## config.mk

```make
export PLATFORM = sky130hd
export DESIGN_NAME = spcg_core
export DESIGN_NICKNAME = d
export VERILOG_FILES = /design/src/core/spcg_pkg.sv /design/src/core/spcg_gate_if.sv /design/src/core/spcg_mode_select.sv /design/src/core/spcg_clock_gate_bank.sv /design/src/core/spcg_core.sv
export SDC_FILE = /design/constraint.sdc
export NUM_CORES = 1
export LEC_CHECK = 0
export ABC_AREA = 1
export BUFFER_PORTS_ARGS = -buffer_cell sky130_fd_sc_hd__clkbuf_2
export CAP_MARGIN = 25
export CORE_AREA = 2 2 83 85
export DETAILED_ROUTE_END_ITERATION = 10
export DIE_AREA = 0 0 85 87
export PLACE_DENSITY = 0.95
export SLEW_MARGIN = 40
export SYNTH_ARGS = -nofsm -noshare
export SYNTH_HDL_FRONTEND = slang
export SYNTH_SLANG_ARGS = --single-unit
```

## constraint.sdc

```tcl
create_clock -name clock -period 2 [get_ports clock]
set_input_delay 0.1 -clock clock [delete_from_list [all_inputs] [get_ports clock]]
set_output_delay 0.1 -clock clock [all_outputs]
set_load 0.005 [all_outputs]
```

## src/core/spcg_pkg.sv

```systemverilog
// spcg_pkg: constants, types and helpers for the sleep port clock gating block
// assumes one system clock, synchronous active-high reset, and a plain register port
//
// Summary of operation
// RULE_01: each enable bit clocks its port when set; clear leaves port unclocked, disabled.
// RULE_02: access to a port whose clock is gated off returns a bus fault.
// RULE_03: register resets to zero, so every port starts unclocked.
// RULE_04: sleep enables apply in sleep only; run and deep-sleep use their own. Deep-sleep uses run enables while auto gating select is clear.
// RULE_05: sleep enables take effect only while the auto gating select bit is set.
// RULE_06: bits 7 down to 0 enable ports H down to A, all read/write.
// RULE_07: bits 31:8 are reserved, read zero; software preserves them on updates.
// RULE_08: register sits at offset 0x118 and is 32 bits wide.
// RULE_09: enable changes reach the ports through a glitch-free clock gate.
package spcg_pkg;

  // ----------------------------------------------------------------
  // widths and register map
  // ----------------------------------------------------------------
  localparam int SPCG_ADDR_W = 12;
  localparam int SPCG_DATA_W = 32;
  localparam int SPCG_PORTS = 8;
  localparam logic [11:0] SPCG_SLEEP_GATE_OFS = 12'h118;
  localparam logic [11:0] SPCG_IRQ_STATUS_OFS = 12'h200;
  localparam logic [11:0] SPCG_IRQ_CLEAR_OFS = 12'h204;
  localparam logic [11:0] SPCG_IRQ_ENABLE_OFS = 12'h208;
  localparam logic [11:0] SPCG_GATE_STATE_OFS = 12'h20C;

  // ----------------------------------------------------------------
  // field positions and reset values
  // ----------------------------------------------------------------
  localparam int SPCG_GATE_LSB = 0;
  localparam int SPCG_GATE_MSB = 7;
  localparam logic [7:0] SPCG_GATE_RESET = 8'h00;
  localparam int SPCG_EVT_MODE_BIT = 8;
  localparam int SPCG_EVT_W = 9;
  localparam logic [8:0] SPCG_EVT_RESET = 9'h000;
  localparam int SPCG_STATE_LSB = 8;
  localparam logic [31:0] SPCG_RDATA_RESET = 32'h00000000;

  // ----------------------------------------------------------------
  // power modes, one-hot
  // ----------------------------------------------------------------
  typedef enum logic [2:0] {
    SPCG_RUN = 3'b001,
    SPCG_SLEEP = 3'b010,
    SPCG_DEEP = 3'b100
  } spcg_mode_t;

  // address match used by every register decode
  function automatic logic spcg_hit(input logic [11:0] addr, input logic [11:0] ofs);
    return addr == ofs;
  endfunction : spcg_hit

endpackage : spcg_pkg

```

## src/core/spcg_gate_if.sv

```systemverilog
// spcg_gate_if: enables and gated clocks passed between the core and its helpers
// assumes the core drives mode, auto gating select, source and applied enables, helpers return the rest
interface spcg_gate_if #(parameter int N = 8);
  import spcg_pkg::*;
  logic [N-1:0] run_gates;
  logic [N-1:0] sleep_gates;
  logic [N-1:0] deep_gates;
  logic [N-1:0] effective;
  logic [N-1:0] enables;
  logic [N-1:0] gated_clk;
  spcg_mode_t mode;
  logic auto_sel;
  modport core (output run_gates, sleep_gates, deep_gates, mode, auto_sel, enables,
                input effective, gated_clk);
  modport sel (input run_gates, sleep_gates, deep_gates, mode, auto_sel, output effective);
  modport gate (input enables, output gated_clk);
endinterface : spcg_gate_if

```

## src/core/spcg_mode_select.sv

```systemverilog
// spcg_mode_select: picks the enable set that applies in the present power mode
// assumes mode and the sleep source are stable flops of the core; run and deep-sleep sources are core inputs
module spcg_mode_select (
  spcg_gate_if.sel gif
);
  import spcg_pkg::*;

  // mode-dependent source; sleep set only when auto gating is selected
  always_comb begin
    case (gif.mode)
      SPCG_RUN: gif.effective = gif.run_gates; // [RULE_04]
      SPCG_SLEEP: gif.effective = gif.auto_sel ? gif.sleep_gates : gif.run_gates; // [RULE_04] [RULE_05]
      SPCG_DEEP: gif.effective = gif.auto_sel ? gif.deep_gates : gif.run_gates; // [RULE_04]
      default: gif.effective = gif.run_gates;
    endcase
  end

endmodule : spcg_mode_select

```

## src/core/spcg_clock_gate_bank.sv

```systemverilog
// spcg_clock_gate_bank: one glitch-free clock gate per port
// assumes enables come from flops clocked on the rising edge
module spcg_clock_gate_bank #(
  parameter int N = 8
) (
  input wire logic clock,
  input wire logic sys_rst,
  spcg_gate_if.gate gif
);
  import spcg_pkg::*;

  logic [N-1:0] en_low;

  // enable retimed while clock is low, so a change never cuts a high phase
  always_ff @(negedge clock) begin
    if (sys_rst) begin
      en_low <= '0;
    end else begin
      en_low <= gif.enables; // [RULE_09]
    end
  end

  // gated clocks, quiet while their enable is clear
  assign gif.gated_clk = {N{clock}} & en_low; // [RULE_01] [RULE_09]

endmodule : spcg_clock_gate_bank

```

## src/core/spcg_core.sv

```systemverilog
// spcg_core: sleep port clock gating register, mode tracking, faults and interrupt
// assumes a plain register port with read data one cycle after the read strobe,
// and a bus fabric that flags each port access with a one-cycle pulse
//
// The strobed register port is this design's own decision.
module spcg_core #(
  parameter int N = spcg_pkg::SPCG_PORTS
) (
  input wire logic clock,
  input wire logic sys_rst,
  input wire logic clk_en,
  input wire logic [spcg_pkg::SPCG_ADDR_W-1:0] reg_addr,
  input wire logic [spcg_pkg::SPCG_DATA_W-1:0] reg_wdata,
  input wire logic reg_write,
  input wire logic reg_read,
  output logic [spcg_pkg::SPCG_DATA_W-1:0] reg_rdata,
  input wire logic [N-1:0] run_port_gate_reg,
  input wire logic [N-1:0] deepsleep_port_gate_reg,
  input wire logic auto_gating_select,
  input wire logic sleep_req,
  input wire logic deepsleep_req,
  input wire logic [N-1:0] port_access,
  output logic [N-1:0] port_bus_fault,
  output logic [N-1:0] port_clock_enable,
  output logic [N-1:0] port_clock,
  output logic irq
);
  import spcg_pkg::*;

  // ----------------------------------------------------------------
  // declarations
  // ----------------------------------------------------------------
  logic [N-1:0] sleep_port_clock_enables;
  logic [SPCG_EVT_W-1:0] irq_status;
  logic [SPCG_EVT_W-1:0] irq_enable;
  logic [SPCG_EVT_W-1:0] evt_set;
  logic [SPCG_EVT_W-1:0] evt_clr;
  logic [N-1:0] fault_hit;
  logic mode_changed;
  spcg_mode_t mode;
  spcg_mode_t next_mode;
  logic [SPCG_DATA_W-1:0] next_rdata;
  logic wr_gate;
  logic wr_clear;
  logic wr_enable;

  spcg_gate_if #(.N(N)) gif ();

  // ----------------------------------------------------------------
  // register write decode
  // ----------------------------------------------------------------

  // write strobes per register
  assign wr_gate = reg_write && spcg_hit(reg_addr, SPCG_SLEEP_GATE_OFS); // [RULE_08]
  assign wr_clear = reg_write && spcg_hit(reg_addr, SPCG_IRQ_CLEAR_OFS);
  assign wr_enable = reg_write && spcg_hit(reg_addr, SPCG_IRQ_ENABLE_OFS);

  // sleep gate register; only bits 7:0 are kept
  always_ff @(posedge clock) begin
    if (sys_rst) begin
      sleep_port_clock_enables <= SPCG_GATE_RESET; // [RULE_03]
    end else if (clk_en && wr_gate) begin
      sleep_port_clock_enables <= reg_wdata[SPCG_GATE_MSB:SPCG_GATE_LSB]; // [RULE_06] [RULE_07]
    end
  end

  // interrupt enable register
  always_ff @(posedge clock) begin
    if (sys_rst) begin
      irq_enable <= SPCG_EVT_RESET;
    end else if (clk_en && wr_enable) begin
      irq_enable <= reg_wdata[SPCG_EVT_W-1:0];
    end
  end

  // ----------------------------------------------------------------
  // power mode tracking
  // ----------------------------------------------------------------

  // deep sleep outranks sleep; no request means running
  always_comb begin
    case (mode)
      SPCG_RUN,
      SPCG_SLEEP,
      SPCG_DEEP: begin
        if (deepsleep_req) begin
          next_mode = SPCG_DEEP;
        end else if (sleep_req) begin
          next_mode = SPCG_SLEEP;
        end else begin
          next_mode = SPCG_RUN;
        end
      end
      default: next_mode = SPCG_RUN;
    endcase
  end

  // mode state register
  always_ff @(posedge clock) begin
    if (sys_rst) begin
      mode <= SPCG_RUN;
    end else if (clk_en) begin
      mode <= next_mode; // [RULE_04]
    end
  end

  assign mode_changed = (next_mode != mode);

  // ----------------------------------------------------------------
  // enable selection and clock gates
  // ----------------------------------------------------------------

  // sources handed to the selector
  assign gif.run_gates = run_port_gate_reg;
  assign gif.sleep_gates = sleep_port_clock_enables;
  assign gif.deep_gates = deepsleep_port_gate_reg;
  assign gif.mode = mode;
  assign gif.auto_sel = auto_gating_select; // [RULE_05]
  assign gif.enables = port_clock_enable;

  spcg_mode_select u_select (
    .gif(gif.sel)
  );

  // applied enables, registered so the gates see a clean level
  always_ff @(posedge clock) begin
    if (sys_rst) begin
      port_clock_enable <= SPCG_GATE_RESET; // [RULE_03]
    end else if (clk_en) begin
      port_clock_enable <= gif.effective; // [RULE_01] [RULE_04]
    end
  end

  spcg_clock_gate_bank #(.N(N)) u_gates (
    .clock(clock),
    .sys_rst(sys_rst),
    .gif(gif.gate)
  );

  assign port_clock = gif.gated_clk; // [RULE_09]

  // ----------------------------------------------------------------
  // bus fault on gated ports
  // ----------------------------------------------------------------

  // access to a port without clock
  assign fault_hit = port_access & ~port_clock_enable; // [RULE_02]

  // one-cycle fault pulse per port
  always_ff @(posedge clock) begin
    if (sys_rst) begin
      port_bus_fault <= '0;
    end else if (clk_en) begin
      port_bus_fault <= fault_hit; // [RULE_02]
    end
  end

  // ----------------------------------------------------------------
  // interrupt status
  // ----------------------------------------------------------------

  // events: per-port faults and power mode change
  always_comb begin
    evt_set = '0;
    evt_set[N-1:0] = fault_hit;
    evt_set[SPCG_EVT_MODE_BIT] = mode_changed;
  end

  // clear mask from the write-only clear register
  assign evt_clr = wr_clear ? reg_wdata[SPCG_EVT_W-1:0] : '0;

  // sticky status; a new event wins over a clear in the same cycle
  always_ff @(posedge clock) begin
    if (sys_rst) begin
      irq_status <= SPCG_EVT_RESET;
    end else if (clk_en) begin
      irq_status <= (irq_status & ~evt_clr) | evt_set;
    end
  end

  // level interrupt, high while an enabled status bit is set
  always_ff @(posedge clock) begin
    if (sys_rst) begin
      irq <= 1'b0;
    end else if (clk_en) begin
      irq <= |(irq_status & irq_enable);
    end
  end

  // ----------------------------------------------------------------
  // register read path
  // ----------------------------------------------------------------

  // read mux; unmapped and write-only addresses read zero
  always_comb begin
    next_rdata = '0;
    if (spcg_hit(reg_addr, SPCG_SLEEP_GATE_OFS)) begin
      next_rdata[SPCG_GATE_MSB:SPCG_GATE_LSB] = sleep_port_clock_enables; // [RULE_07] [RULE_08]
    end else if (spcg_hit(reg_addr, SPCG_IRQ_STATUS_OFS)) begin
      next_rdata[SPCG_EVT_W-1:0] = irq_status;
    end else if (spcg_hit(reg_addr, SPCG_IRQ_ENABLE_OFS)) begin
      next_rdata[SPCG_EVT_W-1:0] = irq_enable;
    end else if (spcg_hit(reg_addr, SPCG_GATE_STATE_OFS)) begin
      next_rdata[SPCG_GATE_MSB:SPCG_GATE_LSB] = port_clock_enable;
      next_rdata[SPCG_STATE_LSB +: 3] = mode;
    end
  end

  // read data stands only in the cycle after the strobe
  always_ff @(posedge clock) begin
    if (sys_rst) begin
      reg_rdata <= SPCG_RDATA_RESET;
    end else if (clk_en) begin
      reg_rdata <= reg_read ? next_rdata : SPCG_RDATA_RESET;
    end
  end

endmodule : spcg_core

```

==> flow_summary.toml, run 1 <==
[floorplan]
dieWidth_um = 85
pin_count = 133
fp.dieArea_um2 = 7400
initial_utilization = 0.516
num_rows = 30
die_y_um = 87
core_um2 = 6570

[global_routing]
grt_usage = 0.312
grt_max_degree = 30
antenna_found_initial = 0
grt_pass1_wl_um = 17600
gr-total-overflow = 0
grt_pass1_vias = 3747

[placement]
port-buffer-count = 88
gp_congestion = 1.03
hpwlAfterDp_um = 7140
pre_cts_ws_ps = 351

[yosys]
yosys-top-cells-area = "dfxtp_1 (38%), nand2_1 (11%), nand3_1 (6.8%)"
ys_seq_area_frac = 0.384
ys.flop_type = "dfxtp_1"
ys_seq_elements = 65
synth.distinct_cells = 33
synth_top_cell_by_area = "dfxtp_1"
synth_top_area_share = 0.384
synthCells = 468
synth_edf_count = 0
yosysWarnings = 0
syn_area_per_cell_um2 = 7.25
synthesis.area_um2 = 3390
async_flop_share = 0

[setup_path]
path_class = "flop to output port"
start_kind = "flop"
arrival_ps = 2090
cp_max_fo = 1
worstPathRequired_ps = 1900
critPathCaptureType = "output port"

[finish]
syn2layout_area_growth_pct = 29.2
layout_common_cells = "nand2_1 (91), clkbuf_2 (83), dfxtp_1 (60)"
diodes = 0
layout-drive-gt1-share = 0.258
fillers = 487
layout.cells.most_common = "nand2_1"
layout.nets = 667

[clock_network]
cts.clk_slew.worst_paths_ps = 80
postCtsSetupRepairBufs = 0
cts_tree = "done"
insertion_delay_ps = 540

[status]
violations = "negative setup slack"
status = "complete, but fails checks"

[sta]
timing.final.ws_setup_ps = -186
hold_viol_final = 0
fin_setup_tns_ps = -1260
slew_headroom = 0.609
max_slew.worst_pin.slew_ps = 584
finClkSkew_ps = 66.5
drv_slew = 0
setup_viol = 16
rsz0062_at_grt = "true"

[detailed_routing]
drc = 0
wl_per_cell_um = 17.1
ant_nets = 0
wl_um = 11600
detail_route.first_pass.iterations = 9
drt_iter0_drc = 710
via_count = 4025
drt-vias-per-instance = 5.95

[power_and_ir_drop]
p_comb_frac = 0.106
clockPowerShare = 0.490
p_leak_nw = 2.12
ir_worst_vdd_v = 0.000558
power.switching_w = 0.00105
finalPower_w = 0.00342
p_per_area_nw_per_um2 = 781
seqPwrFrac = 0.404
intPower_w = 0.00237
swShare = 0.306

[min_path]
hold_class = "primary input to flop"

[job]
maxCapViolCount = 0
==> power by group through the flow <==
stage	sequential, W	combinational, W	clock (W)
after detailed placement	0.00141	0.000298	0.0000622
after global routing	0.00139	0.000393	0.00174
after CTS	0.00138	0.000344	0.00160
after floorplan	0.00140	0.000197	0.0000906
final	0.00138	0.000362	0.00167
after global placement	0.00140	0.000288	0.0000622
==> cells by family (layout without fill, tap and decap cells) <==
logic type / Yosys count / in the layout / share of synthesized area
other cells: 1 / 21 / 0.00111
compound gates: 104 / 104 / 0.187
buf+inv: 99 / 208 / 0.145
flops: 65 / 65 / 0.384
simple gates: 199 / 199 / 0.283
==> stage by stage <==
stage,hold WS (ps),utilization,area [um^2],std cells
floorplan,241,-,3470,488
global placement,258,0.575,3780,622
detailed placement,258,0.575,3780,622
CTS,28.6,0.663,4360,677
global route,51.9,0.667,4380,677
finish,20.7,0.667,4380,677
==> flip-flops by register name, indices dropped and copies added (netlist names) <==
name	cells
reg_rdata	11
irq_enable	9
irq_status	9
gif.sleep_gates	8
port_bus_fault	8
port_clock_enable	8
u_gates.en_low	8
gif.mode	3
irq	1
==> Yosys cell counts (4+ instances only) <==
cell	count
dfxtp_1	65
buf_6	5
buf_4	21
nand2_1	95
inv_1	54
nor2_2	4
inv_2	4
nor3_1	8
o221ai_1	4
clkbuf_1	10
nor2_4	5
nand3_1	46
o21ai_0	31
nor2_1	28
o21bai_1	6
o211ai_1	8
a211oi_1	5
a21oi_1	40
==> critical path: stages (launching register included) <==
cell,delay [ps]
dfxtp_2,340
nand2_2,60
inv_2,50
clkbuf_2,110
==> path summary, 6_finish.rpt <==
check	start	slack, ps	cells past startpoint	end
setup / recovery	u_gates.en_low[4]$_SDFF_NP0_	-190	3	port_clock[4]
hold / removal	deepsleep_port_gate_reg[7]	20	5	port_clock_enable[7]$_SDFFE_PP0P_
setup reg to reg	gif.mode[1]$_SDFFE_PP0P_	180	8	gif.mode[1]$_SDFFE_PP0P_
hold reg to reg	reg_rdata[6]$_SDFFE_PP0P_	470	2	reg_rdata[6]$_SDFFE_PP0P_
==> cell type report <==
cell class	instances	area [um^2]	area share
Timing Repair Buffer	112	708	0.162
Inverter	51	191	0.0437
Clock buffer	23	260	0.0594
Tap cell	80	100	0.0229
Sequential cell	65	1310	0.299
Multi-Input combinational cell	324	1680	0.384
Clock inverter	22	129	0.0294
==> repair_timing <==
action                                  4_1_cts  5_1_grt
pin swaps                                     6        2
hold buffers                                 27        0
hold endpoints to repair                     41        0
endpoints found under the setup margin       16       16
gates resized for setup                       4       15
==> metal layers <==
metal | vias to the layer above | track usage | wire (um) | share of wire
li1 | 1753 | - | - | -
met3 | 127 | 0.136 | 1490 | 0.13
met4 | 0 | 0.215 | 994 | 0.086
met2 | 342 | 0.499 | 5250 | 0.45
met1 | 1803 | 0.332 | 3820 | 0.33
met5 | - | 0 | 0 | 0
No activity file was read; power rests on OpenSTA's default activity.
==> inputs of run 2 (changes only) <==
--- a/config.mk
+++ b/config.mk
@@ -8,10 +8,10 @@
 export ABC_AREA = 1
 export BUFFER_PORTS_ARGS = -buffer_cell sky130_fd_sc_hd__clkbuf_2
 export CAP_MARGIN = 25
-export CORE_AREA = 2 2 83 85
+export CORE_AREA = 2 2 87 89
 export DETAILED_ROUTE_END_ITERATION = 10
-export DIE_AREA = 0 0 85 87
-export PLACE_DENSITY = 0.95
+export DIE_AREA = 0 0 89 91
+export PLACE_DENSITY = 0.89
 export SLEW_MARGIN = 40
 export SYNTH_ARGS = -nofsm -noshare
 export SYNTH_HDL_FRONTEND = slang
==> constraint.sdc (replaced) <==
create_clock -name clock -period 2.3 [get_ports clock]
set_input_delay 0.115 -clock clock [delete_from_list [all_inputs] [get_ports clock]]
set_output_delay 0.115 -clock clock [all_outputs]
set_load 0.005 [all_outputs]
==> run 2 against run 1 <==
Compared with the run above: the flow still finishes with violations (negative setup slack); die area grew 9.5%; clock skew decreased by 8.0 ps; clock power decreased by 14%; register-to-register slack gained 330 ps; flip-flop and latch count stayed put; critical path depth unchanged; via count shrank 6.4%; setup slack better by 160 ps; final cell count increased by 2.5%; cell area grew 0.14%; critical endpoint is now port_clock[6]; worst hold slack worse by 8.3 ps.
==> flow_summary.toml, run 2 (synthesis results as in run 1) <==
[power_and_ir_drop]
swShare = 0.284
p_leak_nw = 2.13
p_comb_frac = 0.105
seqPwrFrac = 0.407
p_per_area_nw_per_um2 = 673
clockPowerShare = 0.488
power.switching_w = 0.000838
intPower_w = 0.00211
ir_worst_vdd_v = 0.000691

[floorplan]
num_rows = 31
pin_count = 133
dieWidth_um = 89
die_y_um = 91
initial_utilization = 0.475
fp.dieArea_um2 = 8100
core_um2 = 7140

[finish]
layout.nets = 665
layout_common_cells = "nand2_1 (93), clkbuf_2 (83), dfxtp_1 (60)"
largest_reg_flops = 11
layout.cells.non_filler = 694
multiInputGateArea_um2 = 1680
syn2layout_area_growth_pct = 29.3
fillers = 604
top_regs = "reg_rdata (11), irq_enable (9), irq_status (9)"
layout-drive-gt1-share = 0.254
seqCellArea_um2 = 1310
diodes = 0
layout.cells.most_common = "nand2_1"
top_register = "reg_rdata"

[setup_path]
path_class = "flop to output port"
worstPathRequired_ps = 2180
arrival_ps = 2210
critPathCaptureType = "output port"
r2r_cells = 2
r2r-start = "port_clock_enable[1]$_SDFFE_PP0P_"
regToRegEndpoint = "u_gates.en_low[1]$_SDFF_NP0_"
cp_max_fo = 1
r2r_slack_ps = 510
start_kind = "flop"

[job]
maxCapViolCount = 0

[global_routing]
grt_usage = 0.282
gr-total-overflow = 0
grt_pass1_vias = 3711
antenna_found_initial = 0
grt_pass1_wl_um = 17200
grt_max_degree = 30

[clock_network]
cts_tree = "done"
insertion_delay_ps = 520
cts.clk_slew.worst_paths_ps = 70
postCtsSetupRepairBufs = 0

[sta]
setup_viol = 4
finClkSkew_ps = 58.4
drv_slew = 0
hold_viol_final = 0
rsz0062_at_grt = "true"
timing.final.ws_setup_ps = -24.2
max_slew.worst_pin.slew_ps = 566
hold_slack_ps = 12.3
slew_headroom = 0.621

[min_path]
whs_endpoint = "gif.mode[2]$_SDFFE_PP0P_"
hold_class = "primary input to flop"
min_from = "deepsleep_req"
holdPathStages = 3

[detailed_routing]
drt_iter0_drc = 506
wl_um = 10900
detail_route.first_pass.iterations = 6
drc = 0
drt-vias-per-instance = 5.43
wl_per_cell_um = 15.7
ant_nets = 0
via_count = 3767

[placement]
place_inst = 641
hpwlAfterDp_um = 7200
gp_congestion = 0.979
port-buffer-count = 88

[status]
status = "complete, but fails checks"
violations = "negative setup slack"
run 2: routing by layer:
layer	global-route usage	routed length [um]
met2	0.437	5090
met5	0	0
met1	0.320	4090
met4	0.167	544
met3	0.115	1140
run 2: critical path, stage by stage (launching register included):
cell	delay, ps
dfxtp_2	300
nand2_1	70
inv_2	70
clkbuf_2	100
run 2: worst max path at each step:
stage / cells past startpoint / startpoint / end / slack, ps
after detailed placement: 2 / sys_rst / u_gates.en_low[6]$_SDFF_NP0_ / 460
after global routing: 3 / u_gates.en_low[3]$_SDFF_NP0_ / port_clock[3] / -60
after CTS: 3 / u_gates.en_low[4]$_SDFF_NP0_ / port_clock[4] / 0.06
final: 3 / u_gates.en_low[6]$_SDFF_NP0_ / port_clock[6] / -20
after global placement: 2 / sys_rst / u_gates.en_low[6]$_SDFF_NP0_ / 470
after floorplan: 2 / sys_rst / u_gates.en_low[0]$_SDFF_NP0_ / 570
run 2: area by class of cell:
| type | instances | share of cell area |
|---|---|---|
| Clock inverter | 22 | 0.0325 |
| Inverter | 51 | 0.0437 |
| Tap cell | 99 | 0.0282 |
| Multi-Input combinational cell | 324 | 0.383 |
| Clock buffer | 23 | 0.0579 |
| Sequential cell | 65 | 0.298 |
| Timing Repair Buffer | 110 | 0.157 |
run 2: metrics by stage:
step	setup TNS (ps)	setup WS (ps)	power, W	cell area, um^2	util
after floorplan	0	566	0.00147	3470	-
after global placement	0	473	0.00153	3800	0.533
after detailed placement	0	460	0.00154	3800	0.533
after CTS	0	0.0566	0.00292	4370	0.612
after global routing	-311	-55.4	0.00308	4390	0.614
final	-30.8	-24.2	0.00295	4390	0.614
run 2: repair_timing:
| action | in CTS | in global routing |
|---|---|---|
| hold buffers | 25 | 0 |
| resized for setup | 1 | 15 |
| endpoints found under the setup margin | 2 | 16 |
| endpoints found under the hold margin | 36 | 0 |
| pin swaps | 0 | 7 |
run 2: power groups by stage:
stage	sequential (W)	combinational (W)	clock [W]
6_report	0.00120	0.000310	0.00144
5_1_grt	0.00120	0.000339	0.00154
4_1_cts	0.00120	0.000299	0.00143
3_5_place_dp	0.00122	0.000262	0.0000541
3_3_place_gp	0.00122	0.000255	0.0000541
2_1_floorplan	0.00122	0.000172	0.0000787
